`src/hw/slr_params.svh`:
```
// Constants for the status indicator and signal contact logic.
`ifndef SLR_PARAMS_SVH
`define SLR_PARAMS_SVH
`define SLR_NUM_PORTS      24
`define SLR_NUM_EVENTS     7
`define SLR_BLINK_PERIOD   32'd200000000
`define SLR_SLOT_SHIFT     4
`define SLR_EV_SUPPLY      0
`define SLR_EV_NOTOP       1
`define SLR_EV_LINK        2
`define SLR_EV_RESERVE     3
`define SLR_EV_SELFTEST    4
`define SLR_EV_RINGCFG     5
`define SLR_EV_TEMP        6
`define SLR_EV_SEL_RESET   7'h77
`define SLR_BAUD           9600
`define SLR_CLK_HZ         200000000
`define SLR_BAUD_DIV       (`SLR_CLK_HZ / `SLR_BAUD)
`define SLR_DATA_BITS      8
`define SLR_STOP_BITS      1
`endif

```
`src/hw/slr_pkg.sv`:
```
// Types for the status indicator and signal contact logic.
package slr_pkg;
  typedef struct packed {
    logic red;
    logic green;
    logic yellow;
  } slr_led_t;
  typedef struct packed {
    logic force_en;
    logic force_open;
  } slr_manual_t;
  typedef enum logic [1:0] {
    SLR_ST_RESET = 2'b00,
    SLR_ST_BOOT  = 2'b01,
    SLR_ST_RUN   = 2'b10
  } slr_phase_t;
endpackage

```
`src/hw/slr_top.sv`:
```
// Status indicator and signal contact logic.
`include "slr_params.svh"
`timescale 1ns/1ps
`default_nettype none
module slr_top #(
  parameter int unsigned BLINK_PERIOD = `SLR_BLINK_PERIOD
) (
  input  wire logic                          CLK_SYS_I,
  input  wire logic                          RESETN_I,
  input  wire logic                          CLK_EN_I,
  input  wire logic                          DUAL_SUPPLY_I,
  input  wire logic                          NEW_RELEASE_I,
  input  wire logic [1:0]                    SUPPLY_OK_I,
  input  wire logic                          STANDBY_EN_I,
  input  wire logic                          RING_MANAGER_ON_I,
  input  wire logic                          RING_PORT_FWD_I,
  input  wire logic                          RING_CFG_ERR_I,
  input  wire logic                          STORE_FAIL_I,
  input  wire logic                          STORE_LOAD_I,
  input  wire logic                          STORE_SAVE_I,
  input  wire logic                          DUP_IP_I,
  input  wire logic                          NOT_OPERATIONAL_I,
  input  wire logic                          RESERVE_LOST_I,
  input  wire logic                          SELFTEST_ERR_I,
  input  wire logic                          TEMP_ERR_I,
  input  wire logic                          RESERVE_MON_EN_I,
  input  wire logic [`SLR_NUM_EVENTS-1:0]    EVENT_SEL_1_I,
  input  wire logic [`SLR_NUM_EVENTS-1:0]    EVENT_SEL_2_I,
  input  wire logic                          SEL_LOAD_I,
  input  wire slr_pkg::slr_manual_t          MANUAL_1_I,
  input  wire slr_pkg::slr_manual_t          MANUAL_2_I,
  input  wire logic [`SLR_NUM_PORTS-1:0]     LINK_MASK_I,
  input  wire logic                          LINK_MASK_LOAD_I,
  input  wire logic                          BOOTING_I,
  input  wire logic [3:0]                    BOOT_STEP_I,
  input  wire logic [`SLR_NUM_PORTS-1:0]     PORT_LINK_I,
  input  wire logic [`SLR_NUM_PORTS-1:0]     PORT_STANDBY_I,
  input  wire logic [`SLR_NUM_PORTS-1:0]     PORT_DISABLED_I,
  input  wire logic [`SLR_NUM_PORTS-1:0]     PORT_RX_I,
  output var  slr_pkg::slr_led_t             SUPPLY_LED_O,
  output var  slr_pkg::slr_led_t             STANDBY_LED_O,
  output var  slr_pkg::slr_led_t             RING_MANAGER_LED_O,
  output var  slr_pkg::slr_led_t             FAULT_LED_O,
  output var  slr_pkg::slr_led_t             RELAY_ONE_INDICATOR_O,
  output var  slr_pkg::slr_led_t             RELAY_TWO_INDICATOR_O,
  output logic [`SLR_NUM_PORTS-1:0]          LINK_GREEN_O,
  output logic [`SLR_NUM_PORTS-1:0]          LINK_YELLOW_O,
  output logic                               CONTACT_1_CLOSED_O,
  output logic                               CONTACT_2_CLOSED_O,
  output logic [31:0]                        CONSOLE_BAUD_DIV_O,
  output logic [7:0]                         CONSOLE_FORMAT_O
);

  // Synchronised copies of every status input except the manual overrides, event selections and link mask.
  localparam int NS = 20 + 4 + 4 * `SLR_NUM_PORTS;
  logic [NS-1:0] raw;
  logic [NS-1:0] s1_q;
  logic [NS-1:0] s2_q;
  assign raw = {DUAL_SUPPLY_I, NEW_RELEASE_I, SUPPLY_OK_I, STANDBY_EN_I, RING_MANAGER_ON_I,
                RING_PORT_FWD_I, RING_CFG_ERR_I, STORE_FAIL_I, STORE_LOAD_I, STORE_SAVE_I,
                DUP_IP_I, NOT_OPERATIONAL_I, RESERVE_LOST_I, SELFTEST_ERR_I, TEMP_ERR_I,
                RESERVE_MON_EN_I, SEL_LOAD_I, LINK_MASK_LOAD_I, BOOTING_I, BOOT_STEP_I,
                PORT_LINK_I, PORT_STANDBY_I, PORT_DISABLED_I, PORT_RX_I};

  always_ff @(posedge CLK_SYS_I)
  begin
    if (!RESETN_I)
    begin
      s1_q <= '0;
      s2_q <= '0;
    end
    else if (CLK_EN_I)
    begin
      s1_q <= raw;
      s2_q <= s1_q;
    end
  end

  logic                       dual, newrel, stby, ring_on, ring_fwd, ring_err, st_fail;
  logic                       st_load, st_save, dup_ip, notop, res_lost, st_err, temp_err;
  logic                       res_mon, sel_load, mask_load, booting;
  logic [1:0]                 sup_ok;
  logic [3:0]                 boot_step;
  logic [`SLR_NUM_PORTS-1:0]  p_link;
  logic [`SLR_NUM_PORTS-1:0]  p_stby;
  logic [`SLR_NUM_PORTS-1:0]  p_dis;
  logic [`SLR_NUM_PORTS-1:0]  p_rx;
  assign {dual, newrel, sup_ok, stby, ring_on, ring_fwd, ring_err, st_fail, st_load, st_save,
          dup_ip, notop, res_lost, st_err, temp_err, res_mon, sel_load, mask_load,
          booting, boot_step, p_link, p_stby, p_dis, p_rx} = s2_q;

  // Shared blink period split into 16 slots.
  logic [31:0] blink_cnt_q;
  logic [3:0]  slot;
  always_ff @(posedge CLK_SYS_I)
  begin
    if (!RESETN_I)
      blink_cnt_q <= '0;
    else if (CLK_EN_I)
      blink_cnt_q <= (blink_cnt_q >= BLINK_PERIOD - 1) ? 32'h0000_0000 : blink_cnt_q + 32'h0000_0001;
  end
  always_comb
  begin
    slot = 4'h0;
    for (int i = 0; i < 16; i++)
      if (blink_cnt_q >= 32'((BLINK_PERIOD / 16) * i))
        slot = 4'(i);
  end

  // N flashes per period: flash k lit in even slot 2k for k below N.
  logic flash1;
  logic flash2;
  logic flash3;
  logic flash4;
  logic half;
  assign flash1 = (slot == 4'h0);
  assign flash2 = !slot[0] && (slot[3:1] < 3'd2);
  assign flash3 = !slot[0] && (slot[3:1] < 3'd3);
  assign flash4 = !slot[0] && (slot[3:1] < 3'd4);
  assign half   = !slot[3];

  // Event selection and link mask, loaded by management strobes.
  logic [`SLR_NUM_EVENTS-1:0] sel1_q;
  logic [`SLR_NUM_EVENTS-1:0] sel2_q;
  logic [`SLR_NUM_PORTS-1:0]  mask_q;
  always_ff @(posedge CLK_SYS_I)
  begin
    if (!RESETN_I)
    begin
      sel1_q <= 7'(`SLR_EV_SEL_RESET);
      sel2_q <= 7'(`SLR_EV_SEL_RESET);
      mask_q <= '0;
    end
    else if (CLK_EN_I)
    begin
      if (sel_load)
      begin
        sel1_q <= EVENT_SEL_1_I;
        sel2_q <= EVENT_SEL_2_I;
      end
      if (mask_load)
        mask_q <= LINK_MASK_I;
    end
  end

  // Collect events.
  logic [`SLR_NUM_EVENTS-1:0] ev1;
  logic [`SLR_NUM_EVENTS-1:0] ev2;
  logic                       link_loss;
  logic                       reserve_ev;
  assign link_loss  = |(mask_q & ~p_link & ~p_dis);
  assign reserve_ev = ring_on && res_mon && res_lost;
  always_comb
  begin
    ev1 = '0;
    ev1[`SLR_EV_SUPPLY]   = dual ? !(sup_ok[0]) : !sup_ok[0];
    ev1[`SLR_EV_NOTOP]    = notop;
    ev1[`SLR_EV_LINK]     = link_loss;
    ev1[`SLR_EV_RESERVE]  = reserve_ev;
    ev1[`SLR_EV_SELFTEST] = st_err;
    ev1[`SLR_EV_RINGCFG]  = ring_err;
    ev1[`SLR_EV_TEMP]     = temp_err;
    ev2 = ev1;
    ev2[`SLR_EV_SUPPLY]   = dual && !sup_ok[1];
  end

  // Error state per contact, and contact state with manual override.
  logic err1;
  logic err2;
  logic c1_closed_d;
  logic c2_closed_d;
  assign err1 = |(ev1 & sel1_q);
  assign err2 = dual && |(ev2 & sel2_q);
  assign c1_closed_d = MANUAL_1_I.force_en ? !MANUAL_1_I.force_open : !err1;
  assign c2_closed_d = MANUAL_2_I.force_en ? !MANUAL_2_I.force_open : !err2;

  logic c1_q;
  logic c2_q;
  always_ff @(posedge CLK_SYS_I)
  begin
    if (!RESETN_I)
    begin
      c1_q <= 1'b0;
      c2_q <= 1'b0;
    end
    else if (CLK_EN_I)
    begin
      c1_q <= c1_closed_d;
      c2_q <= c2_closed_d;
    end
  end
  assign CONTACT_1_CLOSED_O = c1_q;
  assign CONTACT_2_CLOSED_O = c2_q;

  // Console settings exported to the serial block.
  assign CONSOLE_BAUD_DIV_O = 32'(`SLR_BAUD_DIV);
  assign CONSOLE_FORMAT_O   = {2'b00, 4'(`SLR_DATA_BITS), 2'(`SLR_STOP_BITS)};

  // Device indicators.
  slr_pkg::slr_led_t sup_d;
  slr_pkg::slr_led_t sb_d;
  slr_pkg::slr_led_t ring_d;
  slr_pkg::slr_led_t flt_d;
  slr_pkg::slr_led_t rel1_d;
  slr_pkg::slr_led_t rel2_d;
  always_comb
  begin
    sup_d = '0;
    if (dual)
    begin
      sup_d.green  = &sup_ok;
      sup_d.yellow = ^sup_ok;
    end
    else
      sup_d.green  = sup_ok[0];
    sb_d = '0;
    sb_d.green = stby;
    ring_d = '0;
    if (ring_on)
    begin
      ring_d.green  = !ring_fwd && (!ring_err || half);
      ring_d.yellow = ring_fwd && (!ring_err || half);
    end
    if (st_fail)
    begin
      ring_d = '0;
      sb_d = '0;
      ring_d.green = half;
      sb_d.green = !half;
    end
    else if (st_load || st_save)
    begin
      ring_d = '0;
      sb_d = '0;
      ring_d.green = st_load ? flash2 : flash1;
      sb_d.green = st_load ? flash2 : flash1;
    end
    flt_d = '0;
    flt_d.red = err1;
    if (newrel && dup_ip)
      flt_d.red = flash4;
    rel1_d = '0;
    rel2_d = '0;
    if (newrel)
    begin
      rel1_d.yellow = !c1_closed_d;
      rel2_d.yellow = dual && !c2_closed_d;
    end
    else
    begin
      rel1_d.yellow = MANUAL_1_I.force_en && !MANUAL_1_I.force_open;
      rel2_d.yellow = dual && MANUAL_2_I.force_en && !MANUAL_2_I.force_open;
    end
  end

  always_ff @(posedge CLK_SYS_I)
  begin
    if (!RESETN_I)
    begin
      SUPPLY_LED_O          <= '0;
      STANDBY_LED_O         <= '0;
      RING_MANAGER_LED_O    <= '0;
      FAULT_LED_O           <= '0;
      RELAY_ONE_INDICATOR_O <= '0;
      RELAY_TWO_INDICATOR_O <= '0;
    end
    else if (CLK_EN_I)
    begin
      SUPPLY_LED_O          <= sup_d;
      STANDBY_LED_O         <= sb_d;
      RING_MANAGER_LED_O    <= ring_d;
      FAULT_LED_O           <= flt_d;
      RELAY_ONE_INDICATOR_O <= rel1_d;
      RELAY_TWO_INDICATOR_O <= rel2_d;
    end
  end

  // Port link indicators; boot shows a running bar of the boot step.
  for (genvar p = 0; p < `SLR_NUM_PORTS; p++)
  begin : g_port
    logic g_d;
    logic y_d;
    always_comb
    begin
      g_d = 1'b0;
      y_d = 1'b0;
      if (booting)
        g_d = (5'(p) <= {1'b0, boot_step});
      else if (p_dis[p])
        g_d = flash3;
      else if (p_stby[p])
        g_d = flash1;
      else if (p_link[p])
      begin
        y_d = p_rx[p] && half;
        g_d = !y_d;
      end
    end
    always_ff @(posedge CLK_SYS_I)
    begin
      if (!RESETN_I)
      begin
        LINK_GREEN_O[p]  <= 1'b0;
        LINK_YELLOW_O[p] <= 1'b0;
      end
      else if (CLK_EN_I)
      begin
        LINK_GREEN_O[p]  <= g_d;
        LINK_YELLOW_O[p] <= y_d;
      end
    end
  end

  // Checks.
  property p_supply_dual;
    @(posedge CLK_SYS_I) disable iff (!RESETN_I)
    CLK_EN_I && dual && (&sup_ok) |=> SUPPLY_LED_O.green && !SUPPLY_LED_O.yellow;
  endproperty
  a_supply_dual: assert property (p_supply_dual) else $error("Supply led not green.");

  property p_supply_single;
    @(posedge CLK_SYS_I) disable iff (!RESETN_I)
    CLK_EN_I && !dual |=> SUPPLY_LED_O.green == $past(sup_ok[0]);
  endproperty
  a_supply_single: assert property (p_supply_single) else $error("Single supply led wrong.");

  property p_contact_err;
    @(posedge CLK_SYS_I) disable iff (!RESETN_I)
    CLK_EN_I && err1 && !MANUAL_1_I.force_en |=> !CONTACT_1_CLOSED_O;
  endproperty
  a_contact_err: assert property (p_contact_err) else $error("Contact stayed closed.");

  property p_manual;
    @(posedge CLK_SYS_I) disable iff (!RESETN_I)
    CLK_EN_I && MANUAL_1_I.force_en |=> CONTACT_1_CLOSED_O == !$past(MANUAL_1_I.force_open);
  endproperty
  a_manual: assert property (p_manual) else $error("Manual contact ignored.");

  property p_fault_follows;
    @(posedge CLK_SYS_I) disable iff (!RESETN_I)
    CLK_EN_I && !(newrel && dup_ip) |=> FAULT_LED_O.red == $past(err1);
  endproperty
  a_fault_follows: assert property (p_fault_follows) else $error("Fault led wrong.");

  property p_unselected;
    @(posedge CLK_SYS_I) disable iff (!RESETN_I)
    CLK_EN_I && !MANUAL_1_I.force_en && ((ev1 & sel1_q) == '0) |=> CONTACT_1_CLOSED_O;
  endproperty
  a_unselected: assert property (p_unselected) else $error("Unselected event opened.");

  property p_standby;
    @(posedge CLK_SYS_I) disable iff (!RESETN_I)
    CLK_EN_I && !st_fail && !st_load && !st_save |=> STANDBY_LED_O.green == $past(stby);
  endproperty
  a_standby: assert property (p_standby) else $error("Standby led wrong.");

  property p_mask_reset;
    @(posedge CLK_SYS_I)
    !RESETN_I |=> mask_q == '0;
  endproperty
  a_mask_reset: assert property (p_mask_reset) else $error("Link mask not cleared.");

endmodule
`default_nettype wire

```
`config.mk`:
```
export PLATFORM = sky130hd
export DESIGN_NAME = slr_top
export DESIGN_NICKNAME = d
export VERILOG_FILES = /design/src/hw/slr_pkg.sv /design/src/hw/slr_top.sv
export VERILOG_INCLUDE_DIRS = /design/src /design/src/hw
export SDC_FILE = /design/constraint.sdc
export NUM_CORES = 1
export LEC_CHECK = 0
export BUFFER_PORTS_ARGS = -buffer_cell sky130_fd_sc_hd__buf_2
export CAP_MARGIN = 20
export CORE_MARGIN = 4
export CORE_UTILIZATION = 51
export CTS_CLUSTER_SIZE = 10
export DETAILED_ROUTE_END_ITERATION = 10
export GPL_TIMING_DRIVEN = 0
export PLACE_DENSITY = 0.73
export SLEW_MARGIN = 30
export SYNTH_ARGS = -nofsm -noshare
export SYNTH_HDL_FRONTEND = slang
export SYNTH_SLANG_ARGS = --single-unit
```
`constraint.sdc`:
```
create_clock -name CLK_SYS_I -period 2.59 [get_ports CLK_SYS_I]
set_clock_uncertainty 0.1 [all_clocks]
set_input_delay 0.3885 -clock CLK_SYS_I [delete_from_list [all_inputs] [get_ports CLK_SYS_I]]
set_output_delay 0.3885 -clock CLK_SYS_I [all_outputs]
set_load 0.05 [all_outputs]
```
==> results of run 1 <==
## registers in the layout (all words and copies together) (netlist names)
register,flops
RELAY_ONE_INDICATOR_O,1
STANDBY_LED_O,1
blink_cnt_q,32
mask_q,24
s1_q,120
RING_MANAGER_LED_O,2
FAULT_LED_O,1
SUPPLY_LED_O,2
LINK_GREEN_O,24
s2_q,120
CONTACT_2_CLOSED_O,1
CONTACT_1_CLOSED_O,1
sel2_q,7
LINK_YELLOW_O,24
sel1_q,7
RELAY_TWO_INDICATOR_O,1
## final timing paths
kind / start / endpoint / cells past startpoint
max: blink_cnt_q[29] / LINK_GREEN_O[18] / 8
min: PORT_LINK_I[1] / s1_q[73] / 3
max reg2reg: blink_cnt_q[29] / LINK_GREEN_O[18] / 8
min reg2reg: mask_q[5] / mask_q[5] / 2
## cells in the mapped netlist, types with 4 or more instances
master     number  area, µm²
xnor2_1        16        140
a21oi_1        99        495
o21ai_0        24        120
nor3_1         11       55.1
a22oi_1        13       97.6
clkbuf_1       99        372
nand2_1       142        533
a2111o_1        5       56.3
o2bb2ai_1       5       43.8
nand4b_1        4       35.0
nand4_1        19        119
or4b_2          5       50.1
buf_1          19       71.3
a311oi_1        7       61.3
a31oi_1         5       31.3
buf_4          53        398
o211ai_1       11       82.6
nor2_1        342       1280
and3_1          5       31.3
mux2i_1       241       2410
o21ai_1         8       40.0
a211o_1        18        158
o2111ai_1       4       35.0
o221ai_1        6       52.6
buf_2           8       40.0
nand2b_1       31        194
a32o_1         15        150
inv_1          17       63.8
xor2_1         12        105
and2_1          8       50.1
nand3_1        41        205
nor4_1         11       68.8
dfxtp_1       368       7370
a2111oi_0       7       61.3
or2_2           6       37.5
or4b_1         22        220
a21o_1          5       37.5
## worst reg2reg max path, delay by kind of cell, from the launching register on
family	cells	cell delay, ns
AO/OA/AOI/OAI	2	0.31
buffers and inverters	2	0.25
flip-flops	1	0.34
AND/OR/NAND/NOR	4	1.61
## cell families after synthesis
family / Yosys count / share of synthesized area
simple gates: 673 / 0.194
flops: 368 / 0.462
compound gates: 263 / 0.113
mux: 241 / 0.151
buf+inv: 199 / 0.0612
xor+xnor: 28 / 0.0154
fa+ha+maj: 3 / 0.00236
other cells: 2 / 0.000471
## layout make-up
class | instances | area [µm²]
fillers | 2372 | 9440
multi-input cells | 1258 | 8300
flip-flops and latches | 368 | 7400
repair buffers | 387 | 2770
clock buffers | 53 | 1160
plain buffers | 173 | 1040
well taps | 396 | 495
clock inverters | 5 | 68.8
inverters | 18 | 67.6
diodes | 1 | 2.50
## power by group
part	switching (µW)	internal [µW]
logic	907	622
clock network	2350	3150
registers	187	5880
## through the flow
| stage | setup TNS (ns) | area, µm² |
|---|---|---|
| after CTS | -2.43 | 20800 |
| after detailed placement | -77.75 | 17700 |
| after floorplan | 0 | 16100 |
| after global routing | -3.75 | 21300 |
| final | -1.16 | 21300 |
| after global placement | -73.78 | 17700 |
## routing by layer
metal	global-route usage	wire length, µm	vias to the layer above
li1	-	-	7013
met1	0.409	22900	7247
met2	0.527	26900	734
met3	0.0438	4220	142
met4	0.134	2410	0
met5	0	0	-
## repair_timing
item,4_1_cts,5_1_grt
buffers inserted,21,19
hold buffers,118,0
resized for setup,118,113
pin swaps,38,58
setup endpoints to repair,83,84
gates cloned,4,2
endpoints found under the hold margin,118,0
==> flow_summary_export.csv, run 1 <==
group,metric,value,unit
die,ios,273,
die,die_y,185,µm
cts,cts_tree,"yes",
power_and_ir_drop,fin_total_pwr,13100,µW
layout,final_nets,2418,
cts,clk_pin_slew_worst_paths,0.05,ns
setup_path,cpLargestDelayFamily,"simple AND/OR/NAND/NOR gates",
outcome,status,"complete, but fails checks",
routing,drc,0,
placement,place_congestion,0.918,
power_and_ir_drop,ir_worst_vdd,579,µV
routing,drt_iter0_drc,1367,
placement,port_buffers,222,
sta,hold_violations,0,
placement,placed_cells,2443,
sta,max_slew_margin,0.290,
setup_path,r2r_slack,-0.08,ns
setup_path,worst-path-buf-inv,2,
setup_path,crit_chain,"or4_4 -> or3_4 -> or4_4 -> nand4_4 -> buf_12 -> buf_16 -> o21ai_2 -> a32o_1",
global_routing,grt-ovfl-total,0,
layout,finish.utilization,0.693,
sta,max_freq,0.374,GHz
synth,synth_area_per_cell,8.97,µm²
setup_path,cp.arrival,3.03,ns
global_routing,grt_first_pass_wirelength,84500,µm
die,row_count,64,
routing,firstDrtPassIters,5,
sta,whs,0.00179,ns
synth,synth_edf_count,0,
synth,yosys_warnings,0,
power_and_ir_drop,powerDensity,615,nW/µm²
cts,cts_num_sinks,368,
synth,synthArstFlopShare,0,
sta,rsz0062_at_grt,"true",
synth,synth-seq-area-share,0.462,
synth,syn_inst,1777,
synth,ys_seq_elements,368,
setup_path,start_kind,"flip-flop",
sta,layout_min_cycle_time,2.67,ns
cts,clock_latency,0.56,ns
setup_path,crit_required,2.94,ns
die,die_area,34100,µm²
hold_path,hp-class,"primary input to flip-flop",
placement,dp_hpwl,39100,µm
setup_path,cpMostUsedCell,"or4_4",
die,core-area,30700,µm²
layout,final_common_cell,"dfxtp_1",
cts,htreeDepth,2,
power_and_ir_drop,leakage,0.00922,µW
routing,wl,56400,µm
synth,synth_ff_type,"dfxtp_1",
routing,postRouteAntennaNets,0,
layout,final_cells,2659,
die,die_x,185,µm
setup_path,critPathKind,"flip-flop to flip-flop",
placement,pre_cts_ws,-0.758,ns
setup_path,crit_path_top_delay_cell,"or4_4",
global_routing,grt_max_degree,14,
sta,drv_slew,0,
sta,fin_ws,-0.0850,ns
die,start_util,0.518,
layout,syn_to_final_growth,33.7,%
outcome,violations,"setup timing",
routing,vias,15100,
cts,cts_root_buf,"clkbuf_16",
sta,setup_viol,32,
global_routing,grt_pass1_vias,15000,
job,maxCapViolCount,0,
routing,viasPerCell,5.69,
synth,synthesis.area,15900,µm²
setup_path,crit_fanout,6,
setup_path,slowest_delay,0.63,ns
cts,cts_buffers,44,
sta,tightest_slew,1.07,ns
global_routing,grt_use_total,0.314,
sta,fin_crit_sh,1.03,
layout,drive_gt1_frac,0.234,
routing,routedWlPerCell,21.2,µm
setup_path,cp-end-kind,"flip-flop",
synth,ys_types,76,
layout,mostFrequentLayoutCells,"dfxtp_1 (350), nor2_1 (340), mux2i_1 (241), buf_2 (226), nand2_1 (139)",
global_routing,grt_antenna_before_repair,1,
cts,cts.path.max_buffers,3,
Note: power is estimated with default switching activity, not from simulation.
==> run 2, diff against run 1 <==
--- a/config.mk
+++ b/config.mk
@@ -10,4 +10,3 @@
 export CAP_MARGIN = 20
-export CORE_MARGIN = 4
-export CORE_UTILIZATION = 51
+export CORE_UTILIZATION = 35
 export CTS_CLUSTER_SIZE = 10
@@ -15,3 +14,3 @@
 export GPL_TIMING_DRIVEN = 0
-export PLACE_DENSITY = 0.73
+export PLACE_DENSITY = 0.53
 export SLEW_MARGIN = 30
==> constraint.sdc (replaced) <==
create_clock -name CLK_SYS_I -period 2.59 [get_ports CLK_SYS_I]
set_clock_uncertainty 0.1 [all_clocks]
set_input_delay 0.518 -clock CLK_SYS_I [delete_from_list [all_inputs] [get_ports CLK_SYS_I]]
set_output_delay 0.518 -clock CLK_SYS_I [all_outputs]
set_load 0.05 [all_outputs]
==> flow_summary_export.csv, run 2 (synthesized netlist as in run 1, its figures left out) <==
group,metric,value,unit
layout,fillCellCount,4435,
sta,tightest_slew,0.991,ns
sta,layout_min_cycle_time,2.73,ns
setup_path,crit_required,3.00,ns
layout,syn_to_final_growth,27.6,%
global_routing,grt_use_total,0.242,
placement,placed_cells,2639,
power_and_ir_drop,pwr-share-seq,0.464,
setup_path,critPathKind,"flip-flop to flip-flop",
setup_path,r2r_slack,-0.14,ns
layout,final_cell_area,20300,µm²
placement,port_buffers,222,
sta,drv_slew,0,
die,row_count,77,
placement,place_congestion,0.909,
routing,viasPerCell,5.16,
cts,htreeDepth,2,
hold_path,holdPathStages,3,
global_routing,grt_first_pass_wirelength,85100,µm
sta,fin_ws,-0.142,ns
routing,firstDrtPassIters,5,
layout,n_antenna_cell,0,
layout,final_common_cell,"dfxtp_1",
power_and_ir_drop,p_comb_frac,0.106,
die,start_util,0.357,
outcome,status,"complete, but fails checks",
hold_path,min-delay-start,"EVENT_SEL_2_I[4]",
sta,whs,0.0590,ns
power_and_ir_drop,ir_worst_vdd,420,µV
layout,top_regs,"s1_q x120, s2_q x120, blink_cnt_q x32",
power_and_ir_drop,p_sw_frac,0.266,
cts,clk_pin_slew_worst_paths,0.05,ns
global_routing,grt_pass1_vias,13800,
routing,wl,57300,µm
setup_path,cp.arrival,3.14,ns
routing,routedWlPerCell,20.9,µm
global_routing,grt_max_degree,14,
layout,finish.utilization,0.456,
setup_path,r2r-end,"LINK_YELLOW_O[7]",
power_and_ir_drop,p_int,9590,µW
sta,fin_crit_sh,1.05,
layout,final_cells,2739,
setup_path,crit_fanout,7,
routing,drc,0,
cts,cts_num_sinks,368,
setup_path,regToRegStartpoint,"blink_cnt_q[30]",
routing,vias,14100,
die,core-area,44600,µm²
cts,cts_buffers,44,
global_routing,grt_antenna_before_repair,0,
sta,setup_viol,51,
sta,max_freq,0.366,GHz
placement,pre_cts_ws,-0.846,ns
placement,dpl_cell_area,18000,µm²
sta,hold_violations,0,
layout,mostFrequentLayoutCells,"dfxtp_1 (353), nor2_1 (340), mux2i_1 (241), buf_2 (224), nand2_1 (140)",
cts,cts_root_buf,"clkbuf_16",
cts,clock_latency,0.59,ns
placement,dp_hpwl,43200,µm
setup_path,ff2ff_path_depth,8,
layout,drive_gt1_frac,0.244,
die,die_x,215,µm
routing,postRouteAntennaNets,0,
layout,final_nets,2302,
routing,drt_iter0_drc,1031,
die,die_area,46400,µm²
sta,rsz0062_at_grt,"true",
power_and_ir_drop,switchingPower,3470,µW
cts,cts.path.max_buffers,3,
setup_path,start_kind,"flip-flop",
setup_path,crit_start,"blink_cnt_q[30]",
job,maxCapViolCount,0,
sta,max_slew_margin,0.339,
setup_path,cp-end-kind,"flip-flop",
power_and_ir_drop,leakage,0.00874,µW
hold_path,hp-class,"primary input to flip-flop",
global_routing,grt-ovfl-total,0,
die,ios,273,
hold_path,whs_endpoint,"sel2_q[4]",
cts,cts_tree,"yes",
cts,cts_hold_buffers,0,
power_and_ir_drop,powerDensity,643,nW/µm²
outcome,violations,"setup timing",
die,die_y,215,µm
power_and_ir_drop,clkPwrFrac,0.430,
[run 2: changes by cell type in the layout (fill, tap and decap cells not counted), moves of 4 or more]
| cell | before | now |
|---|---|---|
| a21oi_2 | 19 | 25 |
| o221ai_2 | 4 | 0 |
| o21ai_1 | 4 | 13 |
| dlygate4sd3_1 | 118 | 0 |
| clkbuf_2 | 6 | 16 |
| o221ai_1 | 2 | 6 |
| dfxtp_2 | 15 | 11 |
| o21ai_2 | 13 | 2 |
[run 2: metrics by stage]
step                      power (µW)  setup TNS [ns]
after global placement          7490         -138.36
after floorplan                 7010               0
after CTS                      13200           -6.21
after detailed placement        7510         -128.72
final                          13100           -3.93
after global routing           13500           -9.59
[run 2: what timing repair did]
item,in CTS,in global routing
gates resized for setup,148,69
buffers inserted,27,16
pin swaps,47,18
gates cloned,4,1
setup endpoints to repair,85,88
[run 2: layout make-up]
cell class	count	area (µm²)	area share
Inverter	18	67.6	0.00332
Clock buffer	53	1140	0.0563
Buffer	174	1060	0.0520
Sequential cell	368	7400	0.364
Multi-Input combinational cell	1258	8250	0.406
Clock inverter	6	101	0.00499
Timing Repair Buffer	270	1570	0.0771
Tap cell	592	741	0.0364
[run 2: layer usage]
| layer | vias up | track usage | wire, µm |
|---|---|---|---|
| met4 | 0 | 0.0842 | 1680 |
| met1 | 6786 | 0.319 | 25700 |
| met5 | - | 0 | 0 |
| li1 | 6796 | - | - |
| met3 | 99 | 0.0405 | 3130 |
| met2 | 443 | 0.399 | 26800 |
[run 2: power by group through the flow]
stage | sequential, µW | clock [µW] | combinational, µW
2_1_floorplan | 6190 | 0 | 814
6_report | 6060 | 5620 | 1380
3_5_place_dp | 6180 | 0 | 1330
5_1_grt | 6080 | 5960 | 1480
3_3_place_gp | 6180 | 0 | 1310
4_1_cts | 6060 | 5720 | 1370
[run 2: critical path, cell delays in order (launching register included)]
cell	delay (ns)
dfxtp_2	0.35
or4_4	0.63
nor2_4	0.13
nand2_2	0.07
and3b_2	0.37
nand2_8	0.14
clkbuf_16	0.21
or4b_4	0.51
a21oi_2	0.15
[run 2: worst max path at each step]
stage | slack [ns] | end | cells after the start
4_1_cts | -0.17 | LINK_GREEN_O[10] | 9
6_report | -0.14 | LINK_YELLOW_O[7] | 8
3_3_place_gp | -0.94 | RING_MANAGER_LED_O[1] | 9
3_5_place_dp | -0.85 | RING_MANAGER_LED_O[1] | 9
2_1_floorplan | 0.004 | LINK_GREEN_O[14] | 8
5_1_grt | -0.18 | LINK_YELLOW_O[7] | 8
==> run 3, diff against run 2 <==
Settings changed: PLACE_DENSITY 0.53 to 0.51.
Clock period 2.59 ns to 3.1 ns, I/O delays scaled along.
==> flow_summary_export.csv, run 3 (synthesized netlist as in run 1, its figures left out) <==
group,metric,value,unit
outcome,status,"finished, final reports clean",
power_and_ir_drop,switchingPower,2950,µW
layout,seq_area,7370,µm²
layout,multiInputGateArea,7870,µm²
cts,htreeDepth,2,
power_and_ir_drop,p_comb_frac,0.102,
layout,drive_gt1_frac,0.184,
sta,setup_viol,0,
setup_path,cpMostUsedCell,"or4_1",
cts,cts_tree,"yes",
power_and_ir_drop,p_int,8030,µW
cts,cts_buffers,45,
cts,cts_num_sinks,368,
setup_path,crit_required,3.48,ns
die,die_y,215,µm
hold_path,hp-class,"primary input to flip-flop",
routing,drt_iter0_drc,985,
die,core-area,44600,µm²
routing,routedWlPerCell,20.7,µm
routing,vias,13700,
power_and_ir_drop,ir_worst_vdd,370,µV
layout,final_cells,2703,
cts,clock_latency,0.60,ns
placement,dp_hpwl,42900,µm
routing,wl,55900,µm
global_routing,grt-ovfl-total,0,
setup_path,crit_fanout,10,
sta,fin_setup_tns,0,ns
job,maxCapViolCount,0,
layout,top_regs,"s1_q x120, s2_q x120, blink_cnt_q x32",
die,die_area,46400,µm²
sta,max_freq,0.332,GHz
global_routing,grt_max_degree,14,
placement,place_congestion,0.917,
global_routing,grt_use_total,0.236,
global_routing,grt_antenna_before_repair,1,
global_routing,grt_pass1_vias,13200,
layout,final_nets,2262,
cts,clk_pin_slew_worst_paths,0.06,ns
cts,cts_root_buf,"clkbuf_16",
die,start_util,0.357,
layout,mostFrequentLayoutCells,"dfxtp_1 (368), nor2_1 (342), mux2i_1 (241), buf_2 (229), nand2_1 (141)",
die,ios,273,
layout,final_common_cell,"dfxtp_1",
power_and_ir_drop,clkPwrFrac,0.437,
layout,fillCellCount,4511,
layout,syn_to_final_growth,21.7,%
sta,fin_ws,0.0884,ns
power_and_ir_drop,p_sw_frac,0.269,
global_routing,grt_first_pass_wirelength,82900,µm
setup_path,crit_path_top_delay_cell,"or4_1",
setup_path,start_kind,"flip-flop",
cts,cts_hold_buffers,0,
power_and_ir_drop,powerDensity,566,nW/µm²
sta,max_slew_margin,0.329,
die,row_count,77,
power_and_ir_drop,leakage,0.00831,µW
layout,n_antenna_cell,0,
setup_path,crit_chain,"or4_1 -> buf_6 -> or3_1 -> or4_1 -> nand4_2 -> buf_8 -> o21bai_1 -> a32o_1",
setup_path,cp.arrival,3.39,ns
placement,placed_cells,2640,
sta,fin_crit_sh,0.971,
sta,layout_min_cycle_time,3.01,ns
routing,postRouteAntennaNets,0,
setup_path,slowest_delay,0.56,ns
die,die_x,215,µm
setup_path,critPathKind,"flip-flop to flip-flop",
routing,viasPerCell,5.06,
sta,tightest_slew,1.01,ns
routing,firstDrtPassIters,5,
power_and_ir_drop,pwr-share-seq,0.462,
sta,drv_slew,0,
setup_path,cp-end-kind,"flip-flop",
placement,port_buffers,222,
sta,hold_violations,0,
placement,pre_cts_ws,-0.403,ns
routing,drc,0,
cts,cts.path.max_buffers,3,
[run 3: per-layer routing]
layer	share of wire	up-vias	GRT usage
met3	0.052	87	0.0396
met2	0.46	378	0.378
met1	0.46	6509	0.321
met5	0	-	0
li1	-	6710	-
met4	0.027	0	0.0825
[run 3: power by group through the flow]
| stage | sequential [µW] | combinational (µW) | clock, µW |
|---|---|---|---|
| 4_1_cts | 5060 | 1110 | 4880 |
| 3_5_place_dp | 5170 | 1110 | 0 |
| 6_report | 5070 | 1120 | 4800 |
| 5_1_grt | 5080 | 1200 | 5060 |
| 2_1_floorplan | 5180 | 680 | 0 |
| 3_3_place_gp | 5160 | 1090 | 0 |
[run 3: worst paths after layout]
kind	endpoint	depth (start not counted)	slack [ns]	start
max reg2reg	FAULT_LED_O[2]	8	0.09	blink_cnt_q[28]
min reg2reg	mask_q[5]	2	0.36	mask_q[5]
min	sel2_q[1]	3	0.15	EVENT_SEL_2_I[1]
max	FAULT_LED_O[2]	8	0.09	blink_cnt_q[28]
[run 3: area by class of cell]
cell class,instances,area share
clock inverter,7,0.00426
clock buffer,57,0.0619
inverter,18,0.00348
sequential,368,0.380
timing repair buffer,227,0.0592
buffer,176,0.0475
tap,592,0.0382
multi-input combinational,1258,0.406
[run 3: critical path: cells and delay by family, from the launching register on]
family,cells,cell delay (ns)
AND/OR/NAND/NOR,4,1.69
buffers and inverters,2,0.37
AO/OA/AOI/OAI,2,0.36
flip-flops,1,0.38
[run 3: per-stage QoR]
step,area (µm²),power (µW),utilization,hold slack (ns)
after global placement,18000,6260,0.403,0.344
after floorplan,16100,5850,-,0.332
final,19400,11000,0.435,0.153
after CTS,19300,11100,0.434,0.126
after global routing,19400,11300,0.435,0.154
after detailed placement,18000,6270,0.403,0.349
[run 3: what timing repair did]
action,4_1_cts,5_1_grt
buffers inserted,4,0
cloned,0,0
pin swaps,2,0
resized for setup,16,30
endpoints found under the setup margin,74,78
